### src/rtl/sensor_nvm_regs.svh
`ifndef SENSOR_NVM_REGS_SVH
`define SENSOR_NVM_REGS_SVH

// ----------------------------------------------------------------
// Bus address and command bytes
// ----------------------------------------------------------------
`define DEV_ADDR 7'h44
`define CMD_ENTER 8'hA0
`define CMD_LEAVE 8'h80

// ----------------------------------------------------------------
// Settings register addresses and fields
// ----------------------------------------------------------------
`define REG_HUM_RD 8'h06
`define REG_TEMP_RD 8'h11
`define REG_ID_HI 8'h1E
`define REG_ID_LO 8'h1F
`define REG_HUM_WR 8'h46
`define REG_TEMP_WR 8'h51
`define RES_MSB 11
`define RES_LSB 10
`define WORD_RESET 16'h0C00

// ----------------------------------------------------------------
// Timing, in ns, and derived clock counts
// ----------------------------------------------------------------
`define CLK_PERIOD_NS 4
`define T_WINDOW_NS 10000000
`define T_ENTRY_NS 120000
`define T_READ_NS 120000
`define T_WRITE_NS 14000000
`define WINDOW_CYC (`T_WINDOW_NS / `CLK_PERIOD_NS)
`define ENTRY_CYC ((`T_ENTRY_NS + `CLK_PERIOD_NS - 1) / `CLK_PERIOD_NS)
`define READ_CYC ((`T_READ_NS + `CLK_PERIOD_NS - 1) / `CLK_PERIOD_NS)
`define WRITE_CYC ((`T_WRITE_NS + `CLK_PERIOD_NS - 1) / `CLK_PERIOD_NS)

`endif

### src/rtl/sensor_nvm_pkg.sv
package sensor_nvm_pkg;
	// Operating mode after power-up
	typedef enum logic [1:0] {
		MODE_WINDOW = 2'b00,
		MODE_ENTRY = 2'b01,
		MODE_PROG = 2'b10,
		MODE_NORMAL = 2'b11
	} mode_t;
	typedef logic [15:0] word_t;
endpackage : sensor_nvm_pkg

### src/rtl/nvm_port_if.sv
`timescale 1ns/1ns
`default_nettype none
interface nvm_port_if;
	logic wr_hum;
	logic wr_temp;
	logic rd_load;
	logic [7:0] sel;
	sensor_nvm_pkg::word_t wdata;
	sensor_nvm_pkg::word_t rdata;
	logic busy;
	logic [1:0] hum_res;
	logic [1:0] temp_res;
	modport store(input wr_hum, wr_temp, rd_load, sel, wdata,
		output rdata, busy, hum_res, temp_res);
	modport proto(output wr_hum, wr_temp, rd_load, sel, wdata,
		input rdata, busy, hum_res, temp_res);
endinterface : nvm_port_if
`default_nettype wire

### src/rtl/pin_sync.sv
`timescale 1ns/1ns
`default_nettype none
module pin_sync (
	input wire logic clk,
	input wire logic rst,
	input wire logic ce,
	input wire logic [1:0] pin,
	output logic [1:0] pin_s
);
	logic [1:0] meta;
	logic [1:0] next_meta;
	logic [1:0] next_pin_s;

	// Two stages; the first feeds only the second
	always_comb begin
		next_meta = ce ? pin : meta;
		next_pin_s = ce ? meta : pin_s;
	end

	always_ff @(posedge clk or posedge rst) begin
		if (rst) begin
			meta <= 2'h3;
			pin_s <= 2'h3;
		end else begin
			meta <= next_meta;
			pin_s <= next_pin_s;
		end
	end
endmodule : pin_sync
`default_nettype wire

### src/rtl/nvm_settings.sv
`timescale 1ns/1ns
`default_nettype none
`include "sensor_nvm_regs.svh"
module nvm_settings #(
	parameter int unsigned READ_CYC = `READ_CYC,
	parameter int unsigned WRITE_CYC = `WRITE_CYC,
	parameter logic [31:0] ID_VALUE = 32'h5A5A_0001 // Arbitrary value
) (
	input wire logic clk,
	input wire logic rst,
	input wire logic ce,
	nvm_port_if.store np
);
	sensor_nvm_pkg::word_t hum_word, next_hum_word;
	sensor_nvm_pkg::word_t temp_word, next_temp_word;
	sensor_nvm_pkg::word_t pend, next_pend;
	sensor_nvm_pkg::word_t rdata, next_rdata;
	logic [21:0] tmr, next_tmr;
	logic busy, next_busy;
	logic is_wr, next_is_wr;
	logic to_hum, next_to_hum;
	logic [7:0] sel, next_sel;

	assign np.rdata = rdata;
	assign np.busy = busy;
	assign np.hum_res = hum_word[`RES_MSB:`RES_LSB];
	assign np.temp_res = temp_word[`RES_MSB:`RES_LSB];

	// Reads settle after a load delay; writes commit only after the
	// full program time; a reset mid-write reloads WORD_RESET, not the old setting
	always_comb begin
		next_hum_word = hum_word;
		next_temp_word = temp_word;
		next_pend = pend;
		next_rdata = rdata;
		next_tmr = tmr;
		next_busy = busy;
		next_is_wr = is_wr;
		next_to_hum = to_hum;
		next_sel = sel;
		if (busy) begin
			next_tmr = tmr + 22'h1;
			if (is_wr && tmr == 22'(WRITE_CYC - 1)) begin
				next_busy = 1'b0;
				if (to_hum) begin
					next_hum_word = pend;
				end else begin
					next_temp_word = pend;
				end
			end else if (!is_wr && tmr == 22'(READ_CYC - 1)) begin
				next_busy = 1'b0;
				case (sel)
					`REG_HUM_RD: next_rdata = hum_word;
					`REG_TEMP_RD: next_rdata = temp_word;
					`REG_ID_HI: next_rdata = ID_VALUE[31:16];
					`REG_ID_LO: next_rdata = ID_VALUE[15:0];
					default: next_rdata = 16'h0000;
				endcase
			end
		end else if (np.wr_hum || np.wr_temp) begin
			next_busy = 1'b1;
			next_is_wr = 1'b1;
			next_to_hum = np.wr_hum;
			next_pend = np.wdata;
			next_tmr = 22'h0;
		end else if (np.rd_load) begin
			next_busy = 1'b1;
			next_is_wr = 1'b0;
			next_sel = np.sel;
			next_tmr = 22'h0;
		end
	end

	always_ff @(posedge clk or posedge rst) begin
		if (rst) begin
			hum_word <= `WORD_RESET;
			temp_word <= `WORD_RESET;
			pend <= 16'h0000;
			rdata <= 16'h0000;
			tmr <= 22'h0;
			busy <= 1'b0;
			is_wr <= 1'b0;
			to_hum <= 1'b0;
			sel <= 8'h00;
		end else if (ce) begin
			hum_word <= next_hum_word;
			temp_word <= next_temp_word;
			pend <= next_pend;
			rdata <= next_rdata;
			tmr <= next_tmr;
			busy <= next_busy;
			is_wr <= next_is_wr;
			to_hum <= next_to_hum;
			sel <= next_sel;
		end
	end
endmodule : nvm_settings
`default_nettype wire

### src/rtl/sensor_nvm_program_access.sv
`timescale 1ns/1ns
`default_nettype none
`include "sensor_nvm_regs.svh"
module sensor_nvm_program_access #(
	parameter int unsigned WINDOW_CYC = `WINDOW_CYC,
	parameter int unsigned ENTRY_CYC = `ENTRY_CYC,
	parameter int unsigned READ_CYC = `READ_CYC,
	parameter int unsigned WRITE_CYC = `WRITE_CYC
) (
	input wire logic clk,
	input wire logic rst,
	input wire logic ce,
	input wire logic scl,
	input wire logic sda_in,
	output logic sda_o,
	output logic sda_oe_n,
	input wire logic meas_valid,
	input wire logic [13:0] humidity_data,
	input wire logic [13:0] temperature_data,
	output logic prog_mode,
	output logic [1:0] humidity_res,
	output logic [1:0] temperature_res,
	output logic nvm_busy
);
	nvm_port_if np();
	logic [1:0] pin_s;
	logic scl_s, sda_s;
	logic scl_p, sda_p;
	logic active, first, rw, tx_on, mack, ack;
	logic [3:0] cnt;
	logic [7:0] rx, tx;
	logic next_scl_p, next_sda_p, next_oe_n;
	logic next_active, next_first, next_rw, next_tx_on, next_mack;
	logic [3:0] next_cnt;
	logic [7:0] next_rx, next_tx;
	logic byte_p, tx_p, stop_p;
	logic [7:0] tx_byte;
	sensor_nvm_pkg::mode_t mode, next_mode;
	logic [21:0] tmr, next_tmr;
	logic [1:0] idx, next_idx;
	logic [7:0] cmd, next_cmd, hi, next_hi;
	logic [2:0] rptr, next_rptr;
	logic next_ack, fetched, next_fetched;
	logic [13:0] hum_q, next_hum_q, temp_q, next_temp_q;
	logic wr_hum, wr_temp, rd_load, next_wr_hum, next_wr_temp;
	logic next_rd_load;
	logic [7:0] sel, next_sel;
	sensor_nvm_pkg::word_t wdata, next_wdata;

	// Commands whose answer is a settings word or an ID half
	function automatic logic is_read_reg(input logic [7:0] a);
		is_read_reg = (a == `REG_HUM_RD) || (a == `REG_TEMP_RD) ||
			(a == `REG_ID_HI) || (a == `REG_ID_LO);
	endfunction : is_read_reg

	// ----------------------------------------------------------------
	// Pin sampling and settings store
	// ----------------------------------------------------------------
	pin_sync u_sync (
		.clk(clk),
		.rst(rst),
		.ce(ce),
		.pin({scl, sda_in}),
		.pin_s(pin_s)
	);
	assign scl_s = pin_s[1];
	assign sda_s = pin_s[0];

	nvm_settings #(
		.READ_CYC(READ_CYC),
		.WRITE_CYC(WRITE_CYC)
	) u_nvm (
		.clk(clk),
		.rst(rst),
		.ce(ce),
		.np(np)
	);
	assign np.wr_hum = wr_hum;
	assign np.wr_temp = wr_temp;
	assign np.rd_load = rd_load;
	assign np.sel = sel;
	assign np.wdata = wdata;
	assign humidity_res = np.hum_res;
	assign temperature_res = np.temp_res;

	// ----------------------------------------------------------------
	// Bit level: start, stop, shifting, acknowledge, send
	// ----------------------------------------------------------------
	// Byte and pulse flags are combinational but sampled by the
	// protocol flops in the same cycle, so nothing is lost
	always_comb begin
		next_scl_p = scl_s;
		next_sda_p = sda_s;
		next_oe_n = sda_oe_n;
		next_active = active;
		next_first = first;
		next_rw = rw;
		next_tx_on = tx_on;
		next_mack = mack;
		next_cnt = cnt;
		next_rx = rx;
		next_tx = tx;
		byte_p = 1'b0;
		tx_p = 1'b0;
		stop_p = 1'b0;
		if (scl_s && scl_p && sda_p && !sda_s) begin
			next_active = 1'b1; // Start, also repeated start
			next_first = 1'b1;
			next_cnt = 4'h0;
			next_tx_on = 1'b0;
			next_oe_n = 1'b1;
		end else if (scl_s && scl_p && !sda_p && sda_s) begin
			next_active = 1'b0;
			next_tx_on = 1'b0;
			next_oe_n = 1'b1;
			stop_p = 1'b1;
		end else if (active && scl_s && !scl_p) begin
			if (cnt < 4'h8) begin
				next_rx = {rx[6:0], sda_s};
				next_cnt = cnt + 4'h1;
				byte_p = (cnt == 4'h7);
			end else begin
				next_cnt = 4'h9;
				next_mack = !sda_s; // Master acknowledge in a read
			end
		end else if (active && !scl_s && scl_p) begin
			if (cnt == 4'h8) begin
				next_oe_n = !(!tx_on && ack);
				if (first) begin
					next_rw = rx[0];
				end
				if (!tx_on && !ack) begin
					next_active = 1'b0;
				end
			end else if (cnt == 4'h9) begin
				next_cnt = 4'h0;
				next_first = 1'b0;
				if ((first && rw) || (tx_on && mack)) begin
					next_tx_on = 1'b1;
					next_oe_n = tx_byte[7];
					next_tx = {tx_byte[6:0], 1'b0};
					tx_p = 1'b1;
				end else begin
					next_tx_on = 1'b0;
					next_oe_n = 1'b1;
				end
			end else if (tx_on && cnt != 4'h0) begin
				next_oe_n = tx[7];
				next_tx = {tx[6:0], 1'b0};
			end
		end
	end

	always_ff @(posedge clk or posedge rst) begin
		if (rst) begin
			scl_p <= 1'b1;
			sda_p <= 1'b1;
			sda_oe_n <= 1'b1;
			sda_o <= 1'b0;
			active <= 1'b0;
			first <= 1'b0;
			rw <= 1'b0;
			tx_on <= 1'b0;
			mack <= 1'b0;
			cnt <= 4'h0;
			rx <= 8'h00;
			tx <= 8'h00;
		end else if (ce) begin
			scl_p <= next_scl_p;
			sda_p <= next_sda_p;
			sda_oe_n <= next_oe_n;
			sda_o <= 1'b0; // Open drain: only ever pulls low
			active <= next_active;
			first <= next_first;
			rw <= next_rw;
			tx_on <= next_tx_on;
			mack <= next_mack;
			cnt <= next_cnt;
			rx <= next_rx;
			tx <= next_tx;
		end
	end

	// ----------------------------------------------------------------
	// Byte to send next
	// ----------------------------------------------------------------
	// Past the defined bytes the device sends zeros up to the eighth byte; rptr then wraps to 0
	always_comb begin
		tx_byte = 8'h00;
		if (mode == sensor_nvm_pkg::MODE_PROG) begin
			case (rptr)
				3'h0: tx_byte = np.rdata[15:8];
				3'h1: tx_byte = np.rdata[7:0];
				default: tx_byte = 8'h00;
			endcase
		end else begin
			case (rptr)
				3'h0: tx_byte = {1'b0, fetched, hum_q[13:8]};
				3'h1: tx_byte = hum_q[7:0];
				3'h2: tx_byte = temp_q[13:6];
				3'h3: tx_byte = {temp_q[5:0], 2'h0};
				default: tx_byte = 8'h00;
			endcase
		end
	end

	// ----------------------------------------------------------------
	// Mode, command decode and measurement output
	// ----------------------------------------------------------------
	// Addresses are refused while entry or the store is busy, so an
	// impatient master sees a NACK instead of corrupting a setting
	always_comb begin
		next_mode = mode;
		next_tmr = tmr;
		next_idx = idx;
		next_cmd = cmd;
		next_hi = hi;
		next_rptr = rptr;
		next_ack = ack;
		next_fetched = fetched;
		next_hum_q = hum_q;
		next_temp_q = temp_q;
		next_wr_hum = 1'b0;
		next_wr_temp = 1'b0;
		next_rd_load = 1'b0;
		next_sel = sel;
		next_wdata = wdata;
		case (mode)
			sensor_nvm_pkg::MODE_WINDOW: begin
				next_tmr = tmr + 22'h1;
				if (tmr == 22'(WINDOW_CYC - 1)) begin
					next_mode = sensor_nvm_pkg::MODE_NORMAL;
				end
			end
			sensor_nvm_pkg::MODE_ENTRY: begin
				next_tmr = tmr + 22'h1;
				if (tmr == 22'(ENTRY_CYC - 1)) begin
					next_mode = sensor_nvm_pkg::MODE_PROG;
				end
			end
			default: next_tmr = tmr;
		endcase
		if (meas_valid) begin
			next_hum_q = humidity_data;
			next_temp_q = temperature_data;
			next_fetched = 1'b0;
		end
		if (tx_p) begin
			next_rptr = rptr + 3'h1;
			if (mode == sensor_nvm_pkg::MODE_NORMAL && rptr == 3'h0) begin
				next_fetched = 1'b1; // Fetch wins over a new sample
			end
		end
		if (stop_p) begin
			next_ack = 1'b0;
		end
		if (byte_p && first) begin
			next_ack = (next_rx[7:1] == `DEV_ADDR) && !np.busy &&
				mode != sensor_nvm_pkg::MODE_ENTRY;
			next_idx = 2'h0;
			next_rptr = 3'h0;
		end else if (byte_p && !rw) begin
			next_idx = idx + 2'h1;
			next_ack = (idx != 2'h3);
			case (idx)
				2'h0: next_cmd = next_rx;
				2'h1: next_hi = next_rx;
				2'h2: begin
					if (cmd == `CMD_ENTER && hi == 8'h00 && next_rx == 8'h00 &&
						mode == sensor_nvm_pkg::MODE_WINDOW) begin
						next_mode = sensor_nvm_pkg::MODE_ENTRY;
						next_tmr = 22'h0;
					end else if (mode == sensor_nvm_pkg::MODE_PROG) begin
						if (cmd == `CMD_LEAVE && hi == 8'h00 && next_rx == 8'h00) begin
							next_mode = sensor_nvm_pkg::MODE_NORMAL;
						end else if (is_read_reg(cmd)) begin
							next_rd_load = 1'b1;
							next_sel = cmd;
						end else if (cmd == `REG_HUM_WR) begin
							next_wr_hum = 1'b1;
							next_wdata = {hi, next_rx};
						end else if (cmd == `REG_TEMP_WR) begin
							next_wr_temp = 1'b1;
							next_wdata = {hi, next_rx};
						end
					end
				end
				default: next_idx = idx;
			endcase
		end
	end

	always_ff @(posedge clk or posedge rst) begin
		if (rst) begin
			mode <= sensor_nvm_pkg::MODE_WINDOW;
			tmr <= 22'h0;
			idx <= 2'h0;
			cmd <= 8'h00;
			hi <= 8'h00;
			rptr <= 3'h0;
			ack <= 1'b0;
			fetched <= 1'b0;
			hum_q <= 14'h0000;
			temp_q <= 14'h0000;
			wr_hum <= 1'b0;
			wr_temp <= 1'b0;
			rd_load <= 1'b0;
			sel <= 8'h00;
			wdata <= 16'h0000;
			prog_mode <= 1'b0;
			nvm_busy <= 1'b0;
		end else if (ce) begin
			mode <= next_mode;
			tmr <= next_tmr;
			idx <= next_idx;
			cmd <= next_cmd;
			hi <= next_hi;
			rptr <= next_rptr;
			ack <= next_ack;
			fetched <= next_fetched;
			hum_q <= next_hum_q;
			temp_q <= next_temp_q;
			wr_hum <= next_wr_hum;
			wr_temp <= next_wr_temp;
			rd_load <= next_rd_load;
			sel <= next_sel;
			wdata <= next_wdata;
			prog_mode <= (next_mode == sensor_nvm_pkg::MODE_PROG);
			nvm_busy <= np.busy;
		end
	end
endmodule : sensor_nvm_program_access
`default_nettype wire

### config.mk
export PLATFORM = sky130hd
export DESIGN_NAME = sensor_nvm_program_access
export DESIGN_NICKNAME = d
export VERILOG_FILES = /design/src/rtl/sensor_nvm_pkg.sv /design/src/rtl/nvm_port_if.sv /design/src/rtl/pin_sync.sv /design/src/rtl/nvm_settings.sv /design/src/rtl/sensor_nvm_program_access.sv
export VERILOG_INCLUDE_DIRS = /design/src /design/src/rtl
export SDC_FILE = /design/constraint.sdc
export NUM_CORES = 1
export LEC_CHECK = 0
export BUFFER_PORTS_ARGS = -buffer_cell sky130_fd_sc_hd__buf_2
export CAP_MARGIN = 20
export CORE_ASPECT_RATIO = 1.5
export CORE_UTILIZATION = 35
export CTS_BUF_LIST = sky130_fd_sc_hd__clkbuf_16
export CTS_CLUSTER_DIAMETER = 40
export DETAILED_ROUTE_END_ITERATION = 8
export GPL_ROUTABILITY_DRIVEN = 0
export SLEW_MARGIN = 20
export SYNTH_ARGS = -nofsm -noshare
export SYNTH_HDL_FRONTEND = slang
export SYNTH_HIERARCHICAL = 1
export SYNTH_SLANG_ARGS = --single-unit
### constraint.sdc
create_clock -name clk -period 8.26 [get_ports clk]
set_input_delay 2.478 -clock clk [delete_from_list [all_inputs] [get_ports clk]]
set_output_delay 2.478 -clock clk [all_outputs]
set_load 0.02 [all_outputs]
Word-level counts from Yosys, hierarchy flattened
Index checks and enable logic that the tools add are counted.
- $add $sub $neg: 5
- multiply operators: 0
- divide/modulo/power cells: 0
- magnitude comparators: 1
- eq/ne operators: 38
- shift-type cells: 0
- muxes and demuxes: 118
- bitwise logic cells: 13
- reductions and logical operators: 89
- operator list (operator ; number):
    $mux 22 ; 8
    $mux 1 ; 76
    $mux 8 ; 8
    $pmux 16 s4 ; 1
    $eq 8x5->1 const B ; 6
    $add 22x1->22 const B ; 2
    $eq 22x15->1 const B ; 2
    $eq 22x22->1 const B ; 2
    $mux 16 ; 2
    $pmux 8 s4 ; 1
    $mux 4 ; 7
    $reduce_and 4->1 ; 7
    $logic_and 1x1->1 ; 26
    $reduce_bool 3->1 ; 8
    $mux 2 ; 11
    $reduce_and 5->1 ; 4
    $eq 8x3->1 const B ; 2
    $eq 8x7->1 const B ; 2
    $eq 8x8->1 const B ; 2
    $logic_not 8->1 ; 2
    $pmux 8 s2 ; 1
    $reduce_and 8->1 ; 2
    $reduce_bool 2->1 ; 8
    $not 1->1 ; 13
    29 further kinds ; 61
- register bits after elaboration: 233
- bits in latches: 0
- memory bits (writable): 0
- ROM bits: 0
- input port bits: 34
- output and inout bits: 8
- word-level logic and storage cells: 303
- memories: 0

Depth between registers and ports, before layout
Gate-level depths: netlist of the first run.
- depth in word-level cells: 14
- depth in mapped cells: 9
- depth with buffers taken out: 7

Cells and area by module
Netlist of the first run, hierarchy kept.
- modules (own cells, without submodules) (module ; times used ; cells an instance ; area each (sq um)):
    sensor_nvm_program_access ; 1 ; 606 ; 6457.4
    nvm_settings ; 1 ; 350 ; 4421.7
    pin_sync ; 1 ; 9 ; 153.9

Worst setup path after synthesis of the first run
Ideal clock, no wire load.
- path type: input -> register
- start point: input ce
- end point: register wdata[10], in the netlist np.wdata[10]
- setup time: 0.125 ns
- data arrival time: 4.145 ns
- slack: 3.990 ns
- stages: 7
- path through: buf_2 -> clkinv_1 -> nor4_2 -> nor4bb_1 -> buf_2 -> buf_4 -> mux2_2
- longest elaborated chain between the ends: 1
- RTL lines (what ; line ; text):
    from (decl) ; sensor_nvm_program_access.sv:12 ; input wire logic ce,
    $reduce_and 9->1 (no line) ; - ;
    to (signal assigned) ; sensor_nvm_program_access.sv:327 ; wdata <= next_wdata;
    to (decl) ; sensor_nvm_program_access.sv:48 ; sensor_nvm_pkg::word_t wdata, next_wdata;
No other way between the ends.
A chain may end at the register's enable or synchronous reset.

Worst setup path after layout of the first run
- start point: input ce
- end point: register wdata[9], in the netlist np.wdata[9]
The elaborated chain is that of the path after synthesis.

==> results of run 1 <==
## layout by cell type (no fill, tap or decap), types with 5 or more instances in the layout
cell type    n
mux2_4      10
buf_2       40
clkbuf_16   31
a22o_1      13
a221o_1     10
and2_1       8
buf_4        8
ha_1        15
a21oi_1     36
nor2b_1      6
o211ai_1     5
nand2b_1     5
nand3b_1     8
dfstp_2     11
nor4_1      11
inv_1       26
bufinv_16    5
or3_1       11
xor2_1      18
o22ai_1      7
clkinv_1     5
and3_1      11
dfrtp_1    221
xnor2_1      8
nor2_1      52
nor3_1      12
and4_1       6
nand2_1     73
o31ai_1     13
nand4_1     20
or4_1        7
o21ai_0     57
mux2_2     105
a22oi_1     28
mux2i_1     15
nand3_1     21
## where the power goes
| part | total [mW] | switching [mW] | internal [mW] |
|---|---|---|---|
| Sequential | 1.28 | 0.0793 | 1.20 |
| Combinational | 0.232 | 0.132 | 0.0994 |
| Clock | 1.39 | 0.533 | 0.853 |
| Total | 2.90 | 0.744 | 2.16 |
## stage by stage
| stage | util | std cells |
|---|---|---|
| finish | 0.408 | 1423 |
| detailed placement | 0.372 | 1367 |
| global placement | 0.372 | 1367 |
| floorplan | - | 965 |
| CTS | 0.407 | 1422 |
| global route | 0.408 | 1423 |
## per-layer routing
layer / routed length [um] / vias to the layer above / GRT usage
li1: - / 3597 / -
met1: 9640 / 3733 / 0.172
met2: 12700 / 137 / 0.285
met3: 805 / 62 / 0.0209
met4: 877 / 0 / 0.0715
met5: 0 / - / 0
## cells by family (layout without fill, tap and decap cells)
logic type | count (synthesis) | count (layout) | synth area share
flops | 232 | 232 | 0.527
xor+xnor | 26 | 26 | 0.0206
simple gates | 285 | 285 | 0.144
fa+ha+maj | 15 | 15 | 0.0170
mux | 130 | 130 | 0.134
other cells | 1 | 1 | 0.000340
compound gates | 196 | 196 | 0.122
buf+inv | 80 | 133 | 0.0340
## layout make-up
| class | count | area [um2] | share of cell area |
|---|---|---|---|
| repair buffers | 49 | 280 | 0.0221 |
| clock buffers | 31 | 776 | 0.0613 |
| clock inverters | 24 | 300 | 0.0237 |
| multi-input cells | 653 | 4860 | 0.384 |
| flip-flops and latches | 232 | 5820 | 0.460 |
| well taps | 405 | 507 | 0.0400 |
| inverters | 29 | 114 | 0.00900 |
## flip-flops by register name, indices dropped and copies added (netlist names), 2 cells and up
| signal | flops |
|---|---|
| rx | 8 |
| u_sync/meta | 2 |
| u_nvm/np.rdata | 16 |
| rptr | 3 |
| hi | 8 |
| idx | 2 |
| u_nvm/sel | 8 |
| u_nvm/pend | 16 |
| u_nvm/tmr | 22 |
| cmd | 8 |
| np.wdata | 16 |
| temp_q | 14 |
| u_sync/pin_s | 2 |
| mode | 2 |
| u_nvm/hum_word | 16 |
| tx | 7 |
| np.sel | 8 |
| hum_q | 14 |
| tmr | 22 |
| cnt | 4 |
| u_nvm/temp_word | 16 |
## path summary, 6_finish.rpt
path	startpoint	end	slack, ps	cells after the start
setup / recovery	ce	np.wdata[9]	3820	6
hold / removal	np.sel[6]	np.sel[6]	480	1
setup reg to reg	idx[0]	tmr[14]	5500	7
hold reg to reg	np.sel[6]	np.sel[6]	480	1
max in group asynchronous	rst	hum_q[2]	4990	4
min in group asynchronous	rst	u_nvm/tmr[8]	1910	2
==> run metrics, run 1 <==
most frequent cells after synthesis=dfrtp_1, mux2_2, nand2_1; cell with the most instances after synthesis=dfrtp_1; Synth Net Count=between 1000 and 1500; Post-DRT Antenna Nets=0; root buffer cell=clkbuf_16; post-CTS sizing=0; setup bufs post-CTS=0; CTS clk-pin slew, worst paths=60 ps; Yosys cell types=76; Syn. warnings=6; pins over their slew limit=0; DRC Markers=0; Max-Cap Viols=0; # diodes=0; Worst-Skew Late Latency=roughly 550 ps; CP Data Arrival Time=4870 ps; Largest stage delay, worst path=550 ps; Area Growth Syn to Fin=14.7%; P_leak=between 5 and 6 nW; Synth Register Bits=232; CP Data Required Time=roughly 8700 ps; Initial Util=0.355; Chip Width=147 um; number of global-route vias before repair=7718; cell taking the most area after synthesis=dfrtp_1; Peak VDD IR=127 uV; Total Wirelength=24.0 mm; hold slack=483 ps; TritonRoute pass-1 iters=4; fmax=0.225 GHz; Final period util=0.538; Final setup viols=0; WL/cell=16.9 um; Syn Area/Cell=11.4 um2; first-pass GRT wire length=39.9 mm; Congestion Overflow GR=0; initial drt markers=398; H-tree depth=1; post-layout net count=around 1000; CTS tree=built; kind of critical path=in -> reg; Startpoint Class=primary input; final instance area=about 13000 um2; critical path capture point type=register; slowest stage cell, crit path=nor4_2; sequential share of the synthesized area=0.527; pwr dens=229 nW/um2; area of the mapped netlist=11000 um2; cts hold-fix bufs=0; crit path buf inv count=3; asr flop ratio synth=1.00; CP cell instances=buf_2 -> clkinv_1 -> nor4_2 -> nor4bb_4 -> buf_4 -> mux2_2; Setup TNS=0 ps; post-synth top area share=0.501; clock buffer depth=3; worst slack, placed=roughly 3200 ps; Clock Skews=15.1 ps; Post-Place Cell Area=between 10000 and 15000 um2; delay-heaviest family, CP=buffers and inverters; Die ar.=around 32000 um2; # clock sinks=232; setup ws final=between 3000 and 4000 ps; largest net degree at the start of global routing=80; DPL Wire Length=16.8 mm; worst slew pin tran=964 ps; RSZ-0062 raised after global routing=no; Design Power=2.90 mW; status=complete, no violations; IO Pins=42; Via-to-Cell Ratio=5.29; die height=219 um; EDFF count, synth=0; Final min period=between 4000 and 5000 ps; GRT Util Overall=0.153; Slew headroom=0.358; layout cell share with drive strength beyond 1=0.240; Port-buffer cells=40; row cnt=79; initial antenna violation count=0; total vias in the final route=7529; number of CTS-inserted buffers=30; Core Area=about 31000 um2; hold violation count in the final report=0; Post-Synthesis Cells=965; Synth Flop Type=dfrtp_1; worst hold path type=reg -> reg; CP max FO=29; synth top area cells=dfrtp_1, mux2_2, dfstp_2, o21ai_0, nand2_1; number of fill cells in the layout=slightly above 3000
No activity file was read; power rests on OpenSTA's default activity.
==> run 2, diff against run 1 <==
--- a/config.mk
+++ b/config.mk
@@ -6,6 +6,7 @@
 export SDC_FILE = /design/constraint.sdc
 export NUM_CORES = 1
 export LEC_CHECK = 0
+export ABC_AREA = 1
 export BUFFER_PORTS_ARGS = -buffer_cell sky130_fd_sc_hd__buf_2
 export CAP_MARGIN = 20
 export CORE_ASPECT_RATIO = 1.5
==> constraint.sdc (replaced) <==
create_clock -name clk -period 4.6 [get_ports clk]
set_input_delay 1.38 -clock clk [delete_from_list [all_inputs] [get_ports clk]]
set_output_delay 1.38 -clock clk [all_outputs]
set_load 0.02 [all_outputs]
==> run metrics, run 2 <==
slowest stage cell, crit path=dfstp_2; Chip Width=155 um (+5.2%); GRT Util Overall=0.173 (+0.0202); area of the mapped netlist=12200 um2 (+11%); RSZ-0062 raised after global routing=no; Post-Synth Simple-Gate Area=0.315 (+0.171); worst r2r src=mode[1]; Initial Util=0.357 (+0.00129); Post-DRT Antenna Nets=0 (unchanged); post-CTS sizing=0 (unchanged); pins over their slew limit=0 (unchanged); Final setup viols=0 (unchanged); Area Growth Syn to Fin=11.8%; TritonRoute pass-1 iters=5 (+1); Worst-Skew Late Latency=560 ps (about the same); synth top area cells=dfrtp_1, nand2_1, inv_1, nand3_1, o21ai_0; # diodes=0 (unchanged); Post-Synthesis Cells=1502 (+56%); H-tree depth=1 (unchanged); die height=231 um (+5.2%); Die ar.=35700 um2 (+11%); Syn. warnings=6 (unchanged); Synth Register Bits=232 (unchanged); Max-Cap Viols=0 (unchanged); CP Data Required Time=3220 ps (-5470 ps); Clock Skews=23.8 ps (+8.69 ps); WL/cell=15.1 um (-10%); cell taking the most area after synthesis=dfrtp_1; P_leak=6.97 nW (+24%); Post-Place Cell Area=12700 um2 (+9.8%); Largest stage delay, worst path=560 ps (about the same); post-layout net count=1582 (+52%); crit path launch=u_nvm/hum_word[11]; total vias in the final route=9842 (+31%); Final min period=2670 ps; layout cell share with drive strength beyond 1=0.147 (-0.0924); CP max FO=3 (-90%); critical path capture point type=output pin; largest family of logic cells by synthesized area=simple AND/OR/NAND/NOR gates; row cnt=83 (+5.1%); crit path buf inv count=1 (-2); root buffer cell=clkbuf_16; IO Pins=42 (unchanged); XOR/XNOR share of the synthesized area=0.00573 (-0.0149); fmax=0.375 GHz; Startpoint Class=register; kind of critical path=reg -> out; Slew headroom=0.306 (-0.0517); setup bufs post-CTS=0 (unchanged); WHS Path Cells=2 (+1); initial antenna violation count=0 (unchanged); Final period util=0.580; DRC Markers=0 (unchanged); # clock sinks=232 (unchanged); post-synthesis compound-gate area fraction=0.0849 (-0.0372); pwr dens=419 nW/um2 (+83%); asr flop ratio synth=1.00 (unchanged); commonest non-fill, non-tap cell in the layout=nand2_1; status=complete, no violations; worst hold path type=reg -> reg; Synth Net Count=1551 (+53%); proportion of synthesized area in mux cells=0.0157 (-0.119); Congestion Overflow GR=0 (unchanged); WP depth=1 (-5); Core Area=34300 um2 (+10%); commonest non-fill, non-tap cells in the layout=nand2_1, dfrtp_1, inv_1; largest net degree at the start of global routing=78 (-2.5%); post-synth top area share=0.452 (-0.0489); cts hold-fix bufs=0 (unchanged); initial drt markers=462 (+16%); delay-heaviest family, CP=flip-flops; CP Data Arrival Time=1290 ps (-3580 ps); number of CTS-inserted buffers=29 (-3.3%); CTS clk-pin slew, worst paths=70 ps (about the same); Post-Synth Adder-Cell Area=0.0153 (-0.00166); Total Wirelength=29.9 mm (+25%); path depth of the worst reg2reg path=7 (unchanged); sequential share of the synthesized area=0.476 (-0.0515); HP Start=u_sync/meta[0]; clock buffer depth=3 (unchanged); CP cell instances=buf_2; Synth Flop Type=dfrtp_1; DPL Wire Length=21.7 mm (+29%); most frequent cells after synthesis=nand2_1, dfrtp_1, inv_1; largest registers=tmr: 22 flops, u_nvm/tmr: 22 flops; number of global-route vias before repair=9889 (+28%); hold violation count in the final report=0 (unchanged); first-pass GRT wire length=49.9 mm (+25%); r2r setup slk=2060 ps (-3440 ps); Setup TNS=0 ps (unchanged); hold slack=461 ps (-21.9 ps); Via-to-Cell Ratio=4.97 (-6.1%); cell with the most instances after synthesis=nand2_1; CTS tree=built; Port-buffer cells=40 (unchanged); Yosys cell types=54 (-29%); Peak VDD IR=244 uV (+92%); EDFF count, synth=0 (unchanged); worst slew pin tran=1040 ps (+72.6 ps); final instance area=13700 um2 (+8.0%); Syn Area/Cell=8.14 um2 (-29%)
run 2: worst paths after layout:
check,endpoint
min,u_sync/meta[0]
max,humidity_res[1]
min reg2reg,u_sync/meta[0]
min in group asynchronous,u_nvm/tmr[0]
max in group asynchronous,sda_oe_n
max reg2reg,np.wdata[14]
run 2: layout make-up:
cell class | count | area (um2)
Sequential cell | 232 | 5820
Timing Repair Buffer | 50 | 288
Clock buffer | 29 | 726
Tap cell | 425 | 532
Inverter | 188 | 713
Multi-Input combinational cell | 1032 | 5340
Fill cell | 3495 | 20600
Clock inverter | 24 | 255
run 2: metal layers:
| layer | up-vias | wire length [um] | track usage |
|---|---|---|---|
| li1 | 4915 | - | - |
| met2 | 153 | 15500 | 0.314 |
| met3 | 76 | 861 | 0.0205 |
| met5 | - | 0 | 0 |
| met4 | 0 | 1260 | 0.0811 |
| met1 | 4698 | 12300 | 0.203 |
run 2: power by group:
part | switching (mW) | internal (mW) | total [mW] | leakage, nW
Clock | 0.967 | 1.35 | 2.32 | 0.484
Combinational | 0.681 | 0.306 | 0.987 | 3.55
Sequential | 0.176 | 2.24 | 2.42 | 2.94
run 2: cell families after synthesis:
logic type | count (synthesis)
xor+xnor | 8
fa+ha+maj | 15
buf+inv | 238
simple gates | 822
mux | 17
flops | 232
other cells | 1
compound gates | 169
run 2: per-stage QoR:
| step | setup WS [ps] | utilization | power, mW | cells |
|---|---|---|---|---|
| after global routing | 1740 | 0.399 | 6.02 | 1980 |
| after detailed placement | 1380 | 0.370 | 3.45 | 1927 |
| after global placement | 1400 | 0.370 | 3.43 | 1927 |
| after floorplan | 693 | - | 3.14 | 1502 |
| final | 1930 | 0.399 | 5.72 | 1980 |
| after CTS | 1890 | 0.399 | 5.80 | 1980 |
